<file path="config.mk">
export PLATFORM = sky130hd
export DESIGN_NAME = ocsif_top
export DESIGN_NICKNAME = d
export VERILOG_FILES = /design/src/verilog/ocsif_pkg.sv /design/src/verilog/ocsif_top.sv
export VERILOG_INCLUDE_DIRS = /design/src /design/src/verilog
export SDC_FILE = /design/constraint.sdc
export NUM_CORES = 1
export LEC_CHECK = 0
export BUFFER_PORTS_ARGS = -buffer_cell sky130_fd_sc_hd__buf_2
export CORE_AREA = 2 2 87 98
export CTS_CLUSTER_DIAMETER = 200
export DETAILED_ROUTE_END_ITERATION = 10
export DIE_AREA = 0 0 89 100
export HOLD_SLACK_MARGIN = 0.1
export PLACE_DENSITY = 0.84
export SYNTH_ARGS = -nofsm -noshare
export SYNTH_HDL_FRONTEND = slang
export SYNTH_SLANG_ARGS = --single-unit
</file>
<file path="constraint.sdc">
create_clock -name CLOCK_I -period 4.25 [get_ports CLOCK_I]
set_input_delay 0 -clock CLOCK_I [delete_from_list [all_inputs] [get_ports CLOCK_I]]
set_output_delay 0 -clock CLOCK_I [all_outputs]
set_load 0.1 [all_outputs]
</file>
<file path="src/verilog/ocsif_defs.svh">
/*
 Offsets, field positions, reset values and timing counts of the command and event flag block.
 Assumes a 10 MHz controller clock.
*/
`ifndef OCSIF_DEFS_SVH
`define OCSIF_DEFS_SVH
// ==========================================
// Register offsets
`define OCSIF_CMD_OFS        8'h08
`define OCSIF_EVT_OFS        8'h0C
`define OCSIF_ENA_SET_OFS    8'h10
`define OCSIF_ENA_CLR_OFS    8'h14
// ==========================================
// Command register fields
`define OCSIF_CMD_RST_BIT    0
`define OCSIF_CMD_CLF_BIT    1
`define OCSIF_CMD_OCR_BIT    3
`define OCSIF_CMD_SOC_LO     16
// ==========================================
// Event and enable fields
`define OCSIF_EVT_SO_BIT     0
`define OCSIF_EVT_WDH_BIT    1
`define OCSIF_EVT_SF_BIT     2
`define OCSIF_EVT_RD_BIT     3
`define OCSIF_EVT_UE_BIT     4
`define OCSIF_EVT_FNO_BIT    5
`define OCSIF_EVT_ROOT_HUB_CHANGE_FLAG_BIT   6
`define OCSIF_EVT_OC_BIT     30
`define OCSIF_ENA_MIE_BIT    31
`define OCSIF_EVT_MASK       32'h4000007F
`define OCSIF_ENA_MASK       32'hC000007F
`define OCSIF_RESET_VALUE    32'h00000000
// ==========================================
// Timing
`define OCSIF_CLK_MHZ        10
`define OCSIF_RST_TIME_US    10
`define OCSIF_RST_CYCLES     (`OCSIF_RST_TIME_US * `OCSIF_CLK_MHZ)
`endif

</file>
<file path="src/verilog/ocsif_pkg.sv">
/*
 Types of the command and event flag block.
 Assumes ocsif_defs.svh is compiled alongside.
*/
package ocsif_pkg;
	// ==========================================
	// Register access request
	typedef struct packed {
		logic        wr;
		logic        rd;
		logic [7:0]  addr;
		logic [31:0] wdata;
	} ocsif_req_t;

	// ==========================================
	// Hardware event pulses from the controller core
	typedef struct packed {
		logic rh_change;
		logic fn_msb_toggle;
		logic frame_ctr_stored;
		logic sys_error;
		logic resume_seen;
		logic sof_issued;
		logic done_head_stored;
		logic sched_overrun;
		logic ownership_done;
		logic ctl_list_start;
		logic ctl_td_found;
		logic ctl_pass_end;
	} ocsif_evt_t;

	typedef enum logic [1:0] {OCSIF_RUN, OCSIF_SOFT_RESET} ocsif_state_t;
endpackage : ocsif_pkg

</file>
<file path="src/verilog/ocsif_top.sv">
/*
 Command flags and event flag register with interrupt request gating.
 Assumes the core delivers one-cycle event pulses and register accesses are single-cycle.
*/
`timescale 1ns/1ns
`include "ocsif_defs.svh"

// How it works
// - Skip list when filled is zero; else clear
// - Found descriptor sets filled; stop when zero
// - Soft reset suspends, resets registers, blocks access
// - Soft reset finishes within ten microseconds, self-clears
// - Soft reset leaves root hub untouched
// - Events set flags; interrupt needs enable and master
// - Write one clears flag; hardware never clears
// - Ownership flag set on request; drives management interrupt
// - Root hub change sets its flag
// - Frame MSB toggle or stored frame sets overflow
// - System error sets flag and halts processing
// - Resume flag set on resume signaling onset
// - Start-of-frame flag set with SOF token unless halted
// - Done-head flag set; no rewrite until cleared
// - Overrun sets flag and bumps counter
// - Two-bit overrun counter wraps, always increments
// - Master enable gates every event interrupt
// - Ownership request cleared after changeover
module ocsif_top #(
	parameter int          RST_CYCLES = `OCSIF_RST_CYCLES,
	parameter logic        SMI_PIN    = 1'b1
) (
	input  wire logic               CLOCK_I,
	input  wire logic               RESET_N_I,
	input  wire ocsif_pkg::ocsif_req_t REQ_I,
	input  wire ocsif_pkg::ocsif_evt_t EVT_I,
	output logic [31:0]             RDATA_O,
	output logic                    READY_O,
	output logic                    IRQ_O,
	output logic                    SMI_O,
	output logic                    CTL_LIST_RUN_O,
	output logic                    HALT_O,
	output logic                    SUSPEND_O,
	output logic                    DONE_HEAD_ALLOW_O
);
	import ocsif_pkg::*;

	// ==========================================
	// State
	ocsif_state_t state,         next_state;
	logic [7:0]   rst_cnt,       next_rst_cnt;
	logic         control_list_filled,           next_clf;
	logic         ownership_change_request,           next_ocr;
	logic [1:0]   soc,           next_soc;
	logic [31:0]  evt,           next_evt;
	logic [31:0]  ena,           next_ena;
	logic         ctl_run,       next_ctl_run;
	logic         halt,          next_halt;
	logic         resume_prev,   next_resume_prev;
	logic [31:0]  rdata,         next_rdata;
	logic         irq,           next_irq;
	logic         smi,           next_smi;
	logic [31:0]  set_vec;
	logic         acc_ok;
	logic         wr_cmd,        wr_evt,        wr_ena_s, wr_ena_c;

	// ==========================================
	// Access decode
	always_comb begin
		acc_ok   = (state == OCSIF_RUN);
		wr_cmd   = acc_ok && REQ_I.wr && (REQ_I.addr == `OCSIF_CMD_OFS);
		wr_evt   = acc_ok && REQ_I.wr && (REQ_I.addr == `OCSIF_EVT_OFS);
		wr_ena_s = acc_ok && REQ_I.wr && (REQ_I.addr == `OCSIF_ENA_SET_OFS);
		wr_ena_c = acc_ok && REQ_I.wr && (REQ_I.addr == `OCSIF_ENA_CLR_OFS);
	end

	// ==========================================
	// Event set vector
	always_comb begin
		set_vec = 32'h00000000;
		set_vec[`OCSIF_EVT_OC_BIT]   = (ownership_change_request || (wr_cmd && REQ_I.wdata[`OCSIF_CMD_OCR_BIT])) && SMI_PIN;
		set_vec[`OCSIF_EVT_ROOT_HUB_CHANGE_FLAG_BIT] = EVT_I.rh_change;
		set_vec[`OCSIF_EVT_FNO_BIT]  = EVT_I.fn_msb_toggle || EVT_I.frame_ctr_stored;
		set_vec[`OCSIF_EVT_UE_BIT]   = EVT_I.sys_error;
		set_vec[`OCSIF_EVT_RD_BIT]   = EVT_I.resume_seen && !resume_prev;
		set_vec[`OCSIF_EVT_SF_BIT]   = EVT_I.sof_issued && !halt;
		set_vec[`OCSIF_EVT_WDH_BIT]  = EVT_I.done_head_stored;
		set_vec[`OCSIF_EVT_SO_BIT]   = EVT_I.sched_overrun;
	end

	// ==========================================
	// Next-state logic
	always_comb begin
		next_state       = state;
		next_rst_cnt     = rst_cnt;
		next_clf         = control_list_filled;
		next_ocr         = ownership_change_request;
		next_soc         = soc;
		next_evt         = evt;
		next_ena         = ena;
		next_ctl_run     = ctl_run;
		next_halt        = halt;
		next_resume_prev = EVT_I.resume_seen;
		next_rdata       = 32'h00000000;
		case (state)
			OCSIF_RUN: begin
				// Command register writes: ones set the control bits
				if (wr_cmd) begin
					if (REQ_I.wdata[`OCSIF_CMD_CLF_BIT]) next_clf = 1'b1;
					if (REQ_I.wdata[`OCSIF_CMD_OCR_BIT]) next_ocr = 1'b1;
				end
				// Control list walk
				if (EVT_I.ctl_list_start && !halt) begin
					next_ctl_run = control_list_filled;
					if (control_list_filled) next_clf = 1'b0;
				end
				if (EVT_I.ctl_td_found) next_clf = 1'b1;
				if (EVT_I.ctl_pass_end && !next_clf) next_ctl_run = 1'b0;
				if (EVT_I.ownership_done) next_ocr = 1'b0;
				// Overrun count wraps naturally
				if (EVT_I.sched_overrun) next_soc = soc + 2'h1;
				if (EVT_I.sys_error) begin
					next_halt    = 1'b1;
					next_ctl_run = 1'b0;
				end
				// Set wins over a simultaneous write-one clear
				if (wr_evt) next_evt = evt & ~(REQ_I.wdata & `OCSIF_EVT_MASK);
				next_evt = (next_evt | set_vec) & `OCSIF_EVT_MASK;
				if (wr_ena_s) next_ena = (ena | REQ_I.wdata) & `OCSIF_ENA_MASK;
				if (wr_ena_c) next_ena = ena & ~REQ_I.wdata;
				if (REQ_I.rd) begin
					case (REQ_I.addr)
						`OCSIF_CMD_OFS: begin
							next_rdata[`OCSIF_CMD_RST_BIT] = 1'b0;
							next_rdata[`OCSIF_CMD_CLF_BIT] = control_list_filled;
							next_rdata[`OCSIF_CMD_OCR_BIT] = ownership_change_request;
							next_rdata[`OCSIF_CMD_SOC_LO +: 2] = soc;
						end
						`OCSIF_EVT_OFS:     next_rdata = evt;
						`OCSIF_ENA_SET_OFS: next_rdata = ena;
						`OCSIF_ENA_CLR_OFS: next_rdata = ena;
						default:            next_rdata = 32'h00000000;
					endcase
				end
				// Soft reset request; root hub is outside this reset
				if (wr_cmd && REQ_I.wdata[`OCSIF_CMD_RST_BIT]) begin
					next_state   = OCSIF_SOFT_RESET;
					next_rst_cnt = 8'(RST_CYCLES - 1);
				end
			end
			OCSIF_SOFT_RESET: begin
				// Registers reset; root hub and port signalling untouched
				next_clf     = 1'b0;
				next_ocr     = 1'b0;
				next_soc     = 2'h0;
				next_evt     = `OCSIF_RESET_VALUE;
				next_ena     = `OCSIF_RESET_VALUE;
				next_ctl_run = 1'b0;
				next_halt    = 1'b0;
				if (rst_cnt == 8'h00) next_state = OCSIF_RUN;
				else next_rst_cnt = rst_cnt - 8'h01;
			end
			default: next_state = OCSIF_RUN;
		endcase
		// Interrupt gating
		next_irq = next_ena[`OCSIF_ENA_MIE_BIT] && |(next_evt & next_ena & 32'h0000007F);
		next_smi = next_ena[`OCSIF_ENA_MIE_BIT] && next_evt[`OCSIF_EVT_OC_BIT]
			&& next_ena[`OCSIF_EVT_OC_BIT] && SMI_PIN;
		if (next_state == OCSIF_SOFT_RESET) begin
			next_irq = 1'b0;
			next_smi = 1'b0;
		end
	end

	// ==========================================
	// Registers
	always_ff @(posedge CLOCK_I or negedge RESET_N_I) begin
		if (!RESET_N_I) begin
			state       <= OCSIF_RUN;
			rst_cnt     <= 8'h00;
			control_list_filled         <= 1'b0;
			ownership_change_request         <= 1'b0;
			soc         <= 2'h0;
			evt         <= `OCSIF_RESET_VALUE;
			ena         <= `OCSIF_RESET_VALUE;
			ctl_run     <= 1'b0;
			halt        <= 1'b0;
			resume_prev <= 1'b0;
			rdata       <= 32'h00000000;
			irq         <= 1'b0;
			smi         <= 1'b0;
		end else begin
			state       <= next_state;
			rst_cnt     <= next_rst_cnt;
			control_list_filled         <= next_clf;
			ownership_change_request         <= next_ocr;
			soc         <= next_soc;
			evt         <= next_evt;
			ena         <= next_ena;
			ctl_run     <= next_ctl_run;
			halt        <= next_halt;
			resume_prev <= next_resume_prev;
			rdata       <= next_rdata;
			irq         <= next_irq;
			smi         <= next_smi;
		end
	end

	// ==========================================
	// Outputs
	always_comb begin
		RDATA_O           = rdata;
		READY_O           = (state == OCSIF_RUN);
		IRQ_O             = irq;
		SMI_O             = smi;
		CTL_LIST_RUN_O    = ctl_run;
		HALT_O            = halt;
		SUSPEND_O         = (state == OCSIF_SOFT_RESET);
		DONE_HEAD_ALLOW_O = !evt[`OCSIF_EVT_WDH_BIT];
	end
endmodule : ocsif_top

</file>
==> results by group <==
Die
  • DIE AREA: 8900 µm²
  • Die width: 89 µm
  • Initial core utilization: 48.0%
  • Row count: 35
  • Core Area: 8060 µm²
  • Die height: 100 µm
  • Num ports: 95

Synth
  • Xor and xnor area share after synthesis: 0.905%
  • Synthesis Warnings: 0
  • Simple-gate share of the synthesized area: 19.4%
  • Syn Area/Cell: 11.1 µm²
  • Top_reg_cell synth: dfrtp_1
  • Largest family of logic cells by synthesized area: simple AND/OR/NAND/NOR gates
  • Post-synthesis register bit count: 91
  • Synth Area in Compound Gates: 16.0%
  • Adder-Cell Fraction of Synth Area: 0.647%
  • Seq/Total Area, Yosys: 58.8%
  • Async set-reset flop share out of synthesis: 100%
  • Yosys top cell area share: 58.8%
  • Syn_nets: 406
  • Area leader, netlist: dfrtp_1
  • EDFF count, synth: 0
  • Top cells by area in the synthesized netlist: dfrtp_1 59%, nor2_1 4.6%, o21a_1 4.5%
  • Netlist cell types: 51
  • Cell count after synthesis: 348
  • Cell area after synthesis: 3870 µm²
  • Multiplexer share of the synthesized area: 0.582%

Final layout
  • Reg area: 2280 µm²
  • Layout cells sized above 1: 25.6%
  • Nets: 542
  • Multi-input gate area: 1460 µm²
  • Layout fillers: 644
  • Antenna diodes: 0
  • Layout Cells excl Fill: 600
  • Commonest non-fill, non-tap cell in the layout: buf_2
  • Area growth, synth to finish: 30.7%
  • Most frequent cells in the layout: 93 x buf_2, 91 x dfrtp_1, 49 x dlygate4sd3_1

Place
  • DP Wirelength: 6090 µm
  • GP Congestion: 0.931
  • DP Cell Count: 535
  • Port bufs: 94

Power
  • Net Sw Power: 411 µW
  • VDD IR max: 161 µV
  • Lkg Pwr: 2.47 nW
  • Switching share of power: 25.8%
  • Power density over cell area: 315 nW/µm²
  • Sequential fraction of design power: 56.3%
  • Comb pwr share: 9.2%
  • P_int: 1.18 mW
  • Clock Power Share: 34.4%

Drt
  • # DRC: 0
  • Number of vias in the routed layout: 3,211
  • DRT Pass-1 Iters: 5
  • Final wirelength: 9320 µm
  • Drt wl/cell: 15.5 µm
  • Initial DRC count: 150
  • Post-route ant nets: 0
  • Vias/cell: 5.35

Worst hold path
  • Hold path cells: 4
  • Min-Delay Endpoint: rst_cnt[6]$_DFFE_PN0P_
  • Worst Hold Class: in2reg
  • Hold_sp: REQ_I[36]

Clock tree
  • CTS H-tree lvls: 3
  • Clock transition at path regs: 0.09 ns
  • Worst skew pair latency: 0.36 ns
  • CTS Hold Bufs: 49
  • Clock Root Buffer: clkbuf_8
  • TritonCTS clock tree: yes
  • CTS buffer count: 9
  • Clk buf depth: 2
  • Resized cells post-CTS: 0
  • Post-CTS setup buffers: 0
  • CTS Sinks: 91

GRT
  • Total global-route track usage: 22.2%
  • Initial antenna violation count: 0
  • Grt ovf: 0
  • Largest net degree at the start of global routing: 92
  • First-pass GRT wire length: 15,200 µm
  • Vias in the first global route: 3,207

Setup path
  • Cell Chain, Critical Path: nor2_1 -> o21ai_0 -> dlygate4sd3_1 -> nand3_1 -> a22oi_2 -> a31oi_1
  • Reg2reg end: IRQ_O$_DFF_PN0_
  • Crit path kind: reg2reg
  • CP max FO: 21
  • Crit-path slowest cell: dfrtp_1
  • Critical R2R Launch: state[1]$_DFF_PN0_
  • Family with the most delay on the worst path: simple AND/OR/NAND/NOR gates
  • CP arrival: 2.88 ns
  • Buf/Inv on CP: 1
  • Crit-path max cell delay: 0.68 ns
  • CP Launch Type: flop
  • CP endpoint kind: flop
  • Required time of the critical path: 4.53 ns
  • R2r setup slk: 1.65 ns
  • Worst r2r path cells: 6

Timing
  • Crit path time final: 2.60 ns
  • Total Neg Setup Slack: 0 ns
  • Max Fclk: 384 MHz
  • Worst-Margin Slew: 1.10 ns
  • Final worst-path cycle share: 61.2%
  • Setup repair after global routing missed its margin: no
  • # setup viols final: 0
  • Worst slew margin: 26.9%
  • Final max-slew violation count: 0
  • Worst clock skew: 0.00706 ns
  • Fin. Hold Viols: 0

Job
  • # Max-Cap Violations: 0

Run status
  • Status: finished, final reports clean
[synthesized netlist by cell type (2+ instances only)]
master,number
o21ai_1,2
o21a_1,23
clkbuf_2,3
nand2_1,23
a22o_1,2
o21ai_0,13
and2_1,24
nor2_1,47
a22oi_1,3
buf_2,4
a32oi_1,6
a311oi_2,2
nor4_1,2
clkbuf_1,5
ha_1,2
a31oi_1,7
nand3b_1,2
a32o_1,4
mux2_2,2
xor2_1,3
nor3_1,2
a41oi_1,4
inv_1,9
nand2b_1,6
buf_6,2
and3_1,4
nor4b_4,2
dfrtp_1,91
nand3_1,7
a21oi_1,13
nand4_1,7
buf_4,3
[power by group through the flow]
stage               Sequential (mW)  Clock (mW)  Combinational, mW
global route                  0.901       0.602              0.163
floorplan                     0.916           0             0.0481
global placement              0.914           0              0.110
CTS                           0.898       0.558              0.147
detailed placement            0.915           0              0.114
finish                        0.898       0.549              0.148
[cells by family after synthesis]
| family | after synthesis |
|---|---|
| other cells | 1 |
| fa+ha+maj | 2 |
| flops | 91 |
| simple gates | 136 |
| xor+xnor | 4 |
| mux | 2 |
| buf+inv | 27 |
| compound gates | 85 |
[how the worst max path moves through the flow]
| stage | from | endpoint | slack, ns | cells after the start |
|---|---|---|---|---|
| global placement | REQ_I[35] | ena[21]$_DFFE_PN0P_ | 1.86 | 6 |
| floorplan | state[1]$_DFF_PN0_ | RDATA_O[16]$_DFF_PN0_ | 1.41 | 4 |
| finish | state[1]$_DFF_PN0_ | IRQ_O$_DFF_PN0_ | 1.65 | 6 |
| CTS | state[1]$_DFF_PN0_ | IRQ_O$_DFF_PN0_ | 1.79 | 6 |
| global route | state[1]$_DFF_PN0_ | IRQ_O$_DFF_PN0_ | 1.60 | 6 |
| detailed placement | REQ_I[35] | ena[8]$_DFFE_PN0P_ | 1.83 | 6 |
[routing by layer]
metal  part of all wire, %  track usage [%]
met3                   8.7             6.00
met2                    48             35.5
met5                     0                0
met1                    41             29.1
met4                   1.4             7.81
[per-stage QoR]
stage | util (%) | worst slack [ns] | hold slack [ns] | power [mW] | cell area (µm²)
after floorplan | - | 1.41 | -0.296 | 0.964 | 3870
after global placement | 54.4 | 1.86 | 0.132 | 1.02 | 4380
after detailed placement | 54.4 | 1.83 | 0.129 | 1.03 | 4380
after CTS | 62.8 | 1.79 | 0.101 | 1.60 | 5060
after global routing | 62.8 | 1.60 | 0.141 | 1.67 | 5060
final | 62.8 | 1.65 | 0.123 | 1.59 | 5060
[tightest hold or removal path, cell delays in order]
cell,delay (ns)
buf_2,0.10
nor4b_2,0.09
nand4_1,0.19
nand2_1,0.07
[flip-flops by register name, summed over array words and instances (netlist names)]
register / count
ena: 32
control_list_filled: 1
state: 2
RDATA_O: 32
rst_cnt: 8
IRQ_O: 1
ownership_change_request: 1
HALT_O: 1
evt: 8
resume_prev: 1
SMI_O: 1
soc: 2
CTL_LIST_RUN_O: 1
[area by class of cell]
type / instances / share of cell area [%]
well taps: 111 / 2.75
multi-input cells: 230 / 28.9
clock inverters: 6 / 0.940
clock buffers: 10 / 2.72
inverters: 9 / 0.668
repair buffers: 143 / 19.0
flip-flops and latches: 91 / 45.0
No activity file was read; power rests on OpenSTA's default activity.
